==> config.mk <==
export PLATFORM = sky130hd
export DESIGN_NAME = dual_phase_pwm_timer
export DESIGN_NICKNAME = d
export VERILOG_FILES = /design/src/rtl/pwm_timer_pkg.sv /design/src/rtl/dual_phase_pwm_timer.sv
export SDC_FILE = /design/constraint.sdc
export NUM_CORES = 1
export LEC_CHECK = 0
export BUFFER_PORTS_ARGS = -buffer_cell sky130_fd_sc_hd__buf_2
export CAP_MARGIN = 20
export CORE_UTILIZATION = 60
export DETAILED_ROUTE_END_ITERATION = 10
export PLACE_DENSITY = 0.88
export SETUP_SLACK_MARGIN = 0.4
export SKIP_LAST_GASP = 1
export SLEW_MARGIN = 20
export SYNTH_ARGS = -nofsm -noshare
export SYNTH_HDL_FRONTEND = slang
export SYNTH_SLANG_ARGS = --single-unit
==> constraint.sdc <==
create_clock -name core_clk -period 6.8 [get_ports core_clk]
set_input_delay 0.68 -clock core_clk [delete_from_list [all_inputs] [get_ports core_clk]]
set_output_delay 0.68 -clock core_clk [all_outputs]
set_load 0.03 [all_outputs]
==> src/rtl/pwm_timer_pkg.sv <==
package pwm_timer_pkg;

   localparam int ADDR_W = 8;
   localparam int DATA_W = 32;
   localparam int CNT_W  = 16;
   localparam int CTRL_W = 4;
   localparam int CLKP_W = 3;
   localparam int ACC_W  = 29;

   localparam logic [ADDR_W-1:0] ADDR_CTRL     = 8'h00;
   localparam logic [ADDR_W-1:0] ADDR_HIGH     = 8'h04;
   localparam logic [ADDR_W-1:0] ADDR_LOW      = 8'h08;
   localparam logic [ADDR_W-1:0] ADDR_ON       = 8'h0C;
   localparam logic [ADDR_W-1:0] ADDR_CLKPER   = 8'h10;
   localparam logic [ADDR_W-1:0] ADDR_SET_FRZ  = 8'h14;
   localparam logic [ADDR_W-1:0] ADDR_CLR_FRZ  = 8'h18;
   localparam logic [ADDR_W-1:0] ADDR_IRQ_STAT = 8'h1C;
   localparam logic [ADDR_W-1:0] ADDR_IRQ_MASK = 8'h20;

   localparam int CTRL_CSS_BIT   = 0;
   localparam int CTRL_DIV10_BIT = 1;
   localparam int CTRL_RUN_BIT   = 2;
   localparam int CTRL_BURST_BIT = 3;
   localparam int CLKP_EN_BIT    = 0;
   localparam int CLKP_DIV_LSB   = 1;
   localparam int FRZ_BIT        = 0;
   localparam int IRQ_EV_BIT     = 0;

   localparam logic [CTRL_W-1:0] CTRL_RST = 4'h0;
   localparam logic [CLKP_W-1:0] CLKP_RST = 3'h0;
   localparam logic [CNT_W-1:0]  CNT_ZERO = 16'h0000;
   localparam logic [CNT_W-1:0]  CNT_ONE  = 16'h0001;

   localparam logic [ACC_W-1:0] SYS_CLK_HZ   = 29'd250_000_000;
   localparam logic [ACC_W-1:0] FAST_BASE_HZ = 29'd16_000_000;
   localparam logic [ACC_W-1:0] SLOW_HZ      = 29'd32_000;

   localparam logic [3:0] DIV10_LAST = 4'h9;

   typedef enum logic [1:0]
   {
      ST_IDLE = 2'b00,
      ST_HIGH = 2'b01,
      ST_LOW  = 2'b10
   } phase_state_t;

endpackage : pwm_timer_pkg

==> src/rtl/dual_phase_pwm_timer.sv <==
// Functional notes
// Counters and value registers reset to zero.
// Clock from 16/8/4/2 MHz or 32 kHz.
// Fast clocks need select bit and enable.
// Optional divide by ten for ON-counter only.
// Run bit starts timer, loads counters, interrupts.
// Phase zero flips toggle, alternates reload values.
// Primary high in high phase; secondary inverted.
// Burst mode outputs half timer clock in high.
// ON-counter holds zero until low phase ends.
// Interrupt point reloads counters and shadows.
// Reload writes reach shadows only at interrupt.
// Starting the timer interrupts immediately.
// Disabled timer holds logic in reset.
// ON address reads live ON-counter.
// Reload addresses read live phase counter.
// Freeze stops counters; clear freeze resumes.
// Sixteen-bit counters and value registers.
// Interrupt is one clock-wide pulse.
//
// Chosen here: the strobed register port and the register offsets.
module dual_phase_pwm_timer
(
   input  wire logic                             core_clk,
   input  wire logic                             sys_rst,
   input  wire logic [pwm_timer_pkg::ADDR_W-1:0] reg_addr,
   input  wire logic [pwm_timer_pkg::DATA_W-1:0] reg_wdata,
   input  wire logic                             reg_wr,
   input  wire logic                             reg_rd,
   output logic      [pwm_timer_pkg::DATA_W-1:0] reg_rdata,
   output logic                                  primary_pulse_out,
   output logic                                  inverted_pulse_out,
   output logic                                  timer_interrupt,
   output logic                                  irq
);

   typedef struct packed
   {
      logic [pwm_timer_pkg::CTRL_W-1:0] ctrl;
      logic [pwm_timer_pkg::CLKP_W-1:0] clkper;
      logic                             freeze;
      logic [pwm_timer_pkg::CNT_W-1:0]  high_reg;
      logic [pwm_timer_pkg::CNT_W-1:0]  low_reg;
      logic [pwm_timer_pkg::CNT_W-1:0]  on_reg;
      logic [pwm_timer_pkg::CNT_W-1:0]  sh_hi;
      logic [pwm_timer_pkg::CNT_W-1:0]  sh_lo;
      logic [pwm_timer_pkg::CNT_W-1:0]  phase_cnt;
      logic [pwm_timer_pkg::CNT_W-1:0]  on_cnt;
      pwm_timer_pkg::phase_state_t      st;
      logic [pwm_timer_pkg::ACC_W-1:0]  acc_f;
      logic [pwm_timer_pkg::ACC_W-1:0]  acc_s;
      logic [2:0]                       fdiv;
      logic [3:0]                       d10;
      logic                             bclk;
      logic                             out_p;
      logic                             out_n;
      logic                             irq_pulse;
      logic                             irq_stat;
      logic                             irq_mask;
      logic [pwm_timer_pkg::DATA_W-1:0] rd_data;
   } timer_state_t;

   timer_state_t                     s_r;
   timer_state_t                     s_nxt;
   logic [pwm_timer_pkg::ACC_W-1:0]  fsum;
   logic [pwm_timer_pkg::ACC_W-1:0]  ssum;
   logic                             base_f;
   logic                             base_s;
   logic [2:0]                       div_mask;
   logic                             tick;
   logic                             on_tick;
   logic                             run;
   logic                             burst;
   logic                             do_reload;

   assign run   = s_r.ctrl[pwm_timer_pkg::CTRL_RUN_BIT];
   assign burst = s_r.ctrl[pwm_timer_pkg::CTRL_BURST_BIT];

   always_comb
   begin
      s_nxt     = s_r;
      s_nxt.irq_pulse = 1'b0;
      s_nxt.rd_data   = '0;
      do_reload = 1'b0;

      // Rate accumulators give exact average 16 MHz and 32 kHz ticks.
      fsum   = s_r.acc_f + pwm_timer_pkg::FAST_BASE_HZ;
      base_f = (fsum >= pwm_timer_pkg::SYS_CLK_HZ);
      s_nxt.acc_f = base_f ? (fsum - pwm_timer_pkg::SYS_CLK_HZ) : fsum;
      ssum   = s_r.acc_s + pwm_timer_pkg::SLOW_HZ;
      base_s = (ssum >= pwm_timer_pkg::SYS_CLK_HZ);
      s_nxt.acc_s = base_s ? (ssum - pwm_timer_pkg::SYS_CLK_HZ) : ssum;

      case (s_r.clkper[pwm_timer_pkg::CLKP_DIV_LSB +: 2])
         2'h0:    div_mask = 3'h0;
         2'h1:    div_mask = 3'h1;
         2'h2:    div_mask = 3'h3;
         2'h3:    div_mask = 3'h7;
         default: div_mask = 3'h0;
      endcase
      if (base_f)
      begin
         s_nxt.fdiv = s_r.fdiv + 3'h1;
      end

      // The fast rates run only with both select and enable set.
      if (s_r.ctrl[pwm_timer_pkg::CTRL_CSS_BIT])
      begin
         tick = base_f && s_r.clkper[pwm_timer_pkg::CLKP_EN_BIT]
                && ((s_r.fdiv & div_mask) == 3'h0);
      end
      else
      begin
         tick = base_s;
      end

      // The divide by ten slows only the ON-counter.
      on_tick = tick && (!s_r.ctrl[pwm_timer_pkg::CTRL_DIV10_BIT]
                         || (s_r.d10 == pwm_timer_pkg::DIV10_LAST));

      if (!run)
      begin
         s_nxt.st        = pwm_timer_pkg::ST_IDLE;
         s_nxt.phase_cnt = pwm_timer_pkg::CNT_ZERO;
         s_nxt.on_cnt    = pwm_timer_pkg::CNT_ZERO;
         s_nxt.sh_hi     = pwm_timer_pkg::CNT_ZERO;
         s_nxt.sh_lo     = pwm_timer_pkg::CNT_ZERO;
         s_nxt.d10       = 4'h0;
         s_nxt.bclk      = 1'b0;
      end
      else if (!s_r.freeze)
      begin
         if (s_r.st == pwm_timer_pkg::ST_IDLE)
         begin
            // Counters and output start low, so the start is an interrupt point.
            do_reload = 1'b1;
         end
         else if (tick)
         begin
            if (s_r.ctrl[pwm_timer_pkg::CTRL_DIV10_BIT])
            begin
               s_nxt.d10 = (s_r.d10 == pwm_timer_pkg::DIV10_LAST) ?
                           4'h0 : s_r.d10 + 4'h1;
            end
            if (on_tick && (s_r.on_cnt != pwm_timer_pkg::CNT_ZERO))
            begin
               s_nxt.on_cnt = s_r.on_cnt - pwm_timer_pkg::CNT_ONE;
            end
            if (s_r.st == pwm_timer_pkg::ST_HIGH)
            begin
               s_nxt.bclk = !s_r.bclk;
            end
            if (s_r.phase_cnt == pwm_timer_pkg::CNT_ZERO)
            begin
               if ((s_r.st == pwm_timer_pkg::ST_LOW)
                   && (s_r.on_cnt == pwm_timer_pkg::CNT_ZERO))
               begin
                  do_reload = 1'b1;
               end
               else if (s_r.st == pwm_timer_pkg::ST_HIGH)
               begin
                  s_nxt.st        = pwm_timer_pkg::ST_LOW;
                  s_nxt.phase_cnt = s_r.sh_lo;
               end
               else
               begin
                  s_nxt.st        = pwm_timer_pkg::ST_HIGH;
                  s_nxt.phase_cnt = s_r.sh_hi;
                  s_nxt.bclk      = 1'b1;
               end
            end
            else
            begin
               s_nxt.phase_cnt = s_r.phase_cnt - pwm_timer_pkg::CNT_ONE;
            end
         end
      end

      if (do_reload)
      begin
         s_nxt.st        = pwm_timer_pkg::ST_HIGH;
         s_nxt.phase_cnt = s_r.high_reg;
         s_nxt.sh_hi     = s_r.high_reg;
         s_nxt.sh_lo     = s_r.low_reg;
         s_nxt.on_cnt    = s_r.on_reg;
         s_nxt.d10       = 4'h0;
         s_nxt.bclk      = 1'b1;
         s_nxt.irq_pulse = 1'b1;
      end

      // A new event wins over a clear in the same cycle.
      s_nxt.irq_stat = s_r.irq_stat;
      if (reg_wr && (reg_addr == pwm_timer_pkg::ADDR_IRQ_STAT)
          && reg_wdata[pwm_timer_pkg::IRQ_EV_BIT])
      begin
         s_nxt.irq_stat = 1'b0;
      end
      if (s_nxt.irq_pulse)
      begin
         s_nxt.irq_stat = 1'b1;
      end

      if (reg_wr)
      begin
         case (reg_addr)
            pwm_timer_pkg::ADDR_CTRL:
            begin
               s_nxt.ctrl = reg_wdata[pwm_timer_pkg::CTRL_W-1:0];
            end
            pwm_timer_pkg::ADDR_HIGH:
            begin
               s_nxt.high_reg = reg_wdata[pwm_timer_pkg::CNT_W-1:0];
            end
            pwm_timer_pkg::ADDR_LOW:
            begin
               s_nxt.low_reg = reg_wdata[pwm_timer_pkg::CNT_W-1:0];
            end
            pwm_timer_pkg::ADDR_ON:
            begin
               s_nxt.on_reg = reg_wdata[pwm_timer_pkg::CNT_W-1:0];
            end
            pwm_timer_pkg::ADDR_CLKPER:
            begin
               s_nxt.clkper = reg_wdata[pwm_timer_pkg::CLKP_W-1:0];
            end
            pwm_timer_pkg::ADDR_SET_FRZ:
            begin
               if (reg_wdata[pwm_timer_pkg::FRZ_BIT])
               begin
                  s_nxt.freeze = 1'b1;
               end
            end
            pwm_timer_pkg::ADDR_CLR_FRZ:
            begin
               if (reg_wdata[pwm_timer_pkg::FRZ_BIT])
               begin
                  s_nxt.freeze = 1'b0;
               end
            end
            pwm_timer_pkg::ADDR_IRQ_MASK:
            begin
               s_nxt.irq_mask = reg_wdata[pwm_timer_pkg::IRQ_EV_BIT];
            end
            default:
            begin
               s_nxt.freeze = s_nxt.freeze;
            end
         endcase
      end

      // Outputs use the mode being written, so they agree with the control register.
      s_nxt.out_p = (s_nxt.st == pwm_timer_pkg::ST_HIGH)
                    && (!s_nxt.ctrl[pwm_timer_pkg::CTRL_BURST_BIT] || s_nxt.bclk);
      s_nxt.out_n = !s_nxt.out_p;

      if (reg_rd)
      begin
         case (reg_addr)
            pwm_timer_pkg::ADDR_CTRL:
            begin
               s_nxt.rd_data[pwm_timer_pkg::CTRL_W-1:0] = s_r.ctrl;
            end
            pwm_timer_pkg::ADDR_HIGH,
            pwm_timer_pkg::ADDR_LOW:
            begin
               s_nxt.rd_data[pwm_timer_pkg::CNT_W-1:0] = s_r.phase_cnt;
            end
            pwm_timer_pkg::ADDR_ON:
            begin
               s_nxt.rd_data[pwm_timer_pkg::CNT_W-1:0] = s_r.on_cnt;
            end
            pwm_timer_pkg::ADDR_CLKPER:
            begin
               s_nxt.rd_data[pwm_timer_pkg::CLKP_W-1:0] = s_r.clkper;
            end
            pwm_timer_pkg::ADDR_SET_FRZ,
            pwm_timer_pkg::ADDR_CLR_FRZ:
            begin
               s_nxt.rd_data[pwm_timer_pkg::FRZ_BIT] = s_r.freeze;
            end
            pwm_timer_pkg::ADDR_IRQ_STAT:
            begin
               s_nxt.rd_data[pwm_timer_pkg::IRQ_EV_BIT] = s_r.irq_stat;
            end
            pwm_timer_pkg::ADDR_IRQ_MASK:
            begin
               s_nxt.rd_data[pwm_timer_pkg::IRQ_EV_BIT] = s_r.irq_mask;
            end
            default:
            begin
               s_nxt.rd_data = '0;
            end
         endcase
      end
   end

   always_ff @(posedge core_clk or posedge sys_rst)
   begin
      if (sys_rst)
      begin
         s_r <= '0;
         // The secondary output idles high as the inverse of the low primary.
         s_r.out_n <= 1'b1;
      end
      else
      begin
         s_r <= s_nxt;
      end
   end

   assign reg_rdata          = s_r.rd_data;
   assign primary_pulse_out  = s_r.out_p;
   assign inverted_pulse_out = s_r.out_n;
   assign timer_interrupt    = s_r.irq_pulse;
   assign irq                = s_r.irq_stat && s_r.irq_mask;
endmodule : dual_phase_pwm_timer

# Yosys cells after proc, flatten, opt, wreduce, memory -nomap -nowiden
# Cells that the tools add are included.
[classes]
n_addsub = 8
order_cmp = 2
eq_ne = 24
muxes = 51
bitwise_logic = 1
reduce_logical = 36
[ops]
columns = ["op", "count"]
rows = [
  ["34-bit two-way mux", 4],
  ["16-bit two-way mux", 8],
  ["66-bit two-way mux", 1],
  ["29-bit by 28-bit >= comparator with 1-bit output, second input constant", 2],
  ["29-bit two-way mux", 2],
  ["29-bit by 28-bit subtractor with 29-bit output, second input constant", 2],
  ["56-bit two-way mux", 1],
  ["8-bit by 5-bit == test with 1-bit output, second input constant", 4],
  ["16-bit logical NOT", 2],
  ["32-bit two-way mux", 1],
  ["16-bit by 1-bit subtractor with 16-bit output, second input constant", 2],
  ["29-bit by 15-bit adder with 29-bit output, second input constant", 1],
  ["29-bit by 24-bit adder with 29-bit output, second input constant", 1],
  ["5-bit two-way mux", 5],
  ["12-bit one-hot mux with 2 select lines", 1],
  ["8-bit by 4-bit == test with 1-bit output, second input constant", 2],
  ["1-bit two-way mux", 16],
  ["4-bit AND reduction", 4],
  ["16-bit nonzero test", 1],
  ["4-bit two-way mux", 3],
  ["3-bit one-hot mux with 4 select lines", 1],
  ["2-bit AND reduction", 6],
  ["1-bit logical AND", 9],
  ["8-bit by 3-bit == test with 1-bit output, second input constant", 1],
  ["26 further kinds", 42],
]
[totals]
regBits = 225
elab_cells = 145

# Depth between registers and ports, before layout
[depth]
word_depth = 17
depth_mapped = 15
depth_no_buf = 12

# Worst setup path before layout
# No wires, ideal clock.
[synth_timing]
kind = "register to register"
from = "register s_r[53] in the netlist's numbering"
to = "register s_r[108] in the netlist's numbering"
setup_time_ps = 87
arrival_time_ps = 3317
required_time_ps = 6713
path_slack_ps = 3396
stages_incl_launch_ff = 14
path_buffers = 3
synth_period_minus_slack_ps = 3404
path_cell_list = "dfrtp_1 -> ha_1 -> buf_2 -> or3_1 -> clkbuf_1 -> nor4_1 -> a221o_1 -> and4b_1 -> o2111a_2 -> o211ai_4 -> a211o_1 -> buf_2 -> or4_1 -> o211ai_1"
[synth_via]
elab_chain_len = 9
[synth_lines]
columns = ["item", "line_no", "text"]
rows = [
  ["start: declaration", "dual_phase_pwm_timer.sv:63", "timer_state_t s_r;"],
  ["start signal: assignment", "dual_phase_pwm_timer.sv:307", "s_r <= s_nxt;"],
  ["29-bit by 15-bit adder with 29-bit output (*)", "dual_phase_pwm_timer.sv:90", "ssum = s_r.acc_s + pwm_timer_pkg::SLOW_HZ;"],
  ["29-bit by 28-bit >= comparator with 1-bit output (*)", "dual_phase_pwm_timer.sv:91", "base_s = (ssum >= pwm_timer_pkg::SYS_CLK_HZ);"],
  ["1-bit two-way mux (*)", "dual_phase_pwm_timer.sv:107", "if (s_r.ctrl[pwm_timer_pkg::CTRL_CSS_BIT])"],
  ["1-bit two-way mux", "dual_phase_pwm_timer.sv:138", "else if (tick)"],
  ["1-bit two-way mux", "dual_phase_pwm_timer.sv:133", "if (s_r.st == pwm_timer_pkg::ST_IDLE)"],
  ["1-bit two-way mux", "dual_phase_pwm_timer.sv:131", "else if (!s_r.freeze)"],
  ["1-bit two-way mux", "dual_phase_pwm_timer.sv:121", "if (!run)"],
  ["3-bit by 1-bit inequality test with 1-bit output (no line), or another cell as far along", "--", ""],
  ["4-bit AND reduction (no line)", "--", ""],
]
# Mark *: on every way between the ends. The rest lies on a longest branch, timed or not.
# A chain may end at the register's enable or synchronous reset.

# Worst setup path after layout
[layout_timing]
from = "register s_r[53] in the netlist's numbering"
to = "register s_r[109] in the netlist's numbering"
# The elaborated chain is that of the path after synthesis.

==> reports/qor.yml <==
outcome:
  status: "completed"
die:
  fp.dieW_microns: 139
  die-area_sq_um: 19500
  initial_core_util_pct: 62.1
  io_pins: 80
  die_h_microns: 139
  rows: 49
  fp.coreArea_sq_um: 18300
logic_synthesis:
  synth_area_per_cell_sq_um: 9.82
  synthTopCellsByArea: "dfrtp_1 43%, mux2_2 5.6%, xnor2_1 4.5%"
  ys_warn_count: 0
  yosys_most_used_dff: "dfrtp_1"
  ys_ff_latch: 195
  synth_edf_count: 0
  yosysUniqueCellTypes: 87
  netlist.area_leader.share_pct: 42.8
  synth_most_common_cell: "dfrtp_1"
  synthArstFlopShare_pct: 100
  yosysSeqAreaShare_pct: 43.0
  yosysTopAreaCell: "dfrtp_1"
  postSynthCellCount: 1155
  syn_area_sq_um: 11300
  synth_commonest_cells: "194 x dfrtp_1, 95 x nand2_1, 72 x nor2_1"
finish:
  fin_nets: 1199
  final_cells: 1382
  drive_gt1_share_pct: 16.0
  n_antenna_cell: 0
  syn_to_final_growth_pct: 6.23
  post-route-util_pct: 65.9
  stdcell_area_sq_um: 12000
grt:
  grt_max_degree: 121
  grt_pass1_vias: 8727
  track_usage_pct: 28.9
  antenna_found_initial: 0
  grt_pass1_wl_microns: 44900
  overflow: 0
setup_path:
  path_common_cell: "a221o_1"
  worstPathArrival_ns: 5.38
  crit_required_ns: 7.18
  end_kind: "flop"
  cp-start-kind: "flop"
  reg2reg_depth: 11
  cp_max_fo: 56
  slowest_stage: "inv_2"
  critPathMaxStageDelay_ns: 0.86
  worstPathCellList: "ha_1 > or3_1 > nor4_1 > a221o_1 > and4b_1 > o2111a_2 > o21ai_4 > o31ai_2 > nand2_2 > inv_2 > a221o_1"
  crit_type: "reg2reg"
sta:
  drv_slew: 0
  clock.fmax_mhz: 200
  slew_headroom_pct: 26.7
  period_share_pct: 73.5
  fin_crit_ns: 5.00
  tightest_slew_ns: 1.10
  rsz0062_at_grt: "no"
  fin_worst_skew_ns: 0.00869
  fin_tns_setup_ns: 0
  hold_viol_final: 0
  setup_viol: 0
pwr:
  pwr-share-seq_pct: 51.5
  switching_power_uw: 559
  power_density_nw_per_um2: 192
  irDropWorstVdd_uv: 159
  combinationalPowerShare_pct: 4.5
  p_int_uw: 1750
  p_clk_share_pct: 44.0
  p_leak_uw: 0.00528
  fin_total_pwr_uw: 2310
  swShare_pct: 24.2
clock_network:
  cts.clk_slew.worst_paths_ns: 0.07
  post_cts_buffers: 0
  numCtsBuffers: 17
  cts_resized: 0
  ctsRootBufferMaster: "clkbuf_16"
  cts_hold_buf: 0
  worstSkewPairLatency_ns: 0.45
  cts_buffer_depth: 2
  cts_max_level: 4
  cts_tree: "yes"
  clock-sinks: 195
place:
  dp_cells: 1350
  gp_congestion: 0.934
  io_buffers: 47
  dp_hpwl_microns: 17700
  dpl-instance-area_sq_um: 11500
routing:
  wl_per_cell_microns: 19.6
  drt_iter0_drc: 1076
  vias: 9265
  ant_nets: 0
  via_per_inst: 6.70
  drt_pre_antenna_iters: 6
  wirelength_microns: 27100
  drcViolationCount: 0
min_path:
  hold_path.class: "in2async"
run:
  cap_violations: 0
==> sequential cells by signal, summed over array words and instances, names as in the netlist <==
signal / flops
reg_rdata: 16
primary_pulse_out: 1
s_r: 174
inverted_pulse_out: 1
run: 1
burst: 1
timer_interrupt: 1
==> routing by layer <==
| layer | up-vias | GRT usage [%] | routed length, microns |
|---|---|---|---|
| li1 | 4185 | - | - |
| met1 | 4521 | 41.3 | 11600 |
| met2 | 512 | 44.2 | 12400 |
| met3 | 47 | 6.19 | 2740 |
| met4 | 0 | 8.83 | 450 |
| met5 | - | 0 | 0 |
==> cell usage in the layout (no fill, tap or decap), types with 24 or more instances in the layout <==
cell type  instances
o21ai_0           43
a21oi_1           41
nor2_1            72
mux2_2            56
nor3_1            26
a221o_1           25
nor2b_1           24
xnor2_1           58
nand2_1           95
nand3_1           24
a22o_1            34
dfrtp_1          194
buf_2             47
inv_1             30
==> power by group through the flow <==
stage | Combinational [uW] | Sequential, uW | Clock (uW)
6_report | 103 | 1190 | 1010
4_1_cts | 104 | 1190 | 1020
2_1_floorplan | 80.3 | 1210 | 0
5_1_grt | 115 | 1190 | 1070
3_3_place_gp | 101 | 1210 | 0
3_5_place_dp | 103 | 1210 | 0
==> critical path: cells and delay by family (launching register included) <==
kind | cells | cell delay [ns]
AOI/OAI and AO/OA | 5 | 1.81
and+or+nand+nor | 4 | 1.32
buffers and inverters | 1 | 0.86
DFF | 1 | 0.51
adders and majority gates | 1 | 0.39
==> metrics by stage <==
step | hold slack [ns] | setup WS [ns]
after floorplan | 0.445 | 0.809
after global placement | 0.461 | 1.97
after detailed placement | 0.468 | 1.90
after CTS | 0.445 | 1.87
after global routing | 0.491 | 1.57
final | 0.373 | 1.80
==> layout make-up <==
| class | count | area [sq um] |
|---|---|---|
| Timing Repair Buffer | 56 | 303 |
| Inverter | 33 | 131 |
| Sequential cell | 195 | 4880 |
| Tap cell | 229 | 287 |
| Clock buffer | 20 | 467 |
| Clock inverter | 11 | 115 |
| Fill cell | 1369 | 6220 |
| Multi-Input combinational cell | 838 | 5860 |
==> path summary, 6_finish.rpt <==
path / from / slack, ns / end
min reg2reg: s_r[44]$_DFFE_PP0N_ / 0.48 / s_r[44]$_DFFE_PP0N_
min: sys_rst / 0.37 / s_r[55]$_DFF_PP0_
max in group asynchronous: sys_rst / 4.98 / s_r[161]$_DFFE_PP0P_
max reg2reg: s_r[53]$_DFF_PP0_ / 1.80 / s_r[109]$_DFFE_PP0P_
max: s_r[53]$_DFF_PP0_ / 1.80 / s_r[109]$_DFFE_PP0P_
min in group core_clk: s_r[44]$_DFFE_PP0N_ / 0.48 / s_r[44]$_DFFE_PP0N_
==> logic make-up after synthesis <==
logic type,count (synthesis),share of synthesized area (%)
other,1,0.0331
buffers and inverters,137,5.97
XOR/XNOR,78,6.02
multiplexers,60,5.91
AND/OR/NAND/NOR,363,16.7
adder cells (fa/ha/maj),15,1.63
AO/OA/AOI/OAI,306,20.6
flip-flops,195,43.0
No activity file was read; power rests on OpenSTA's default activity.
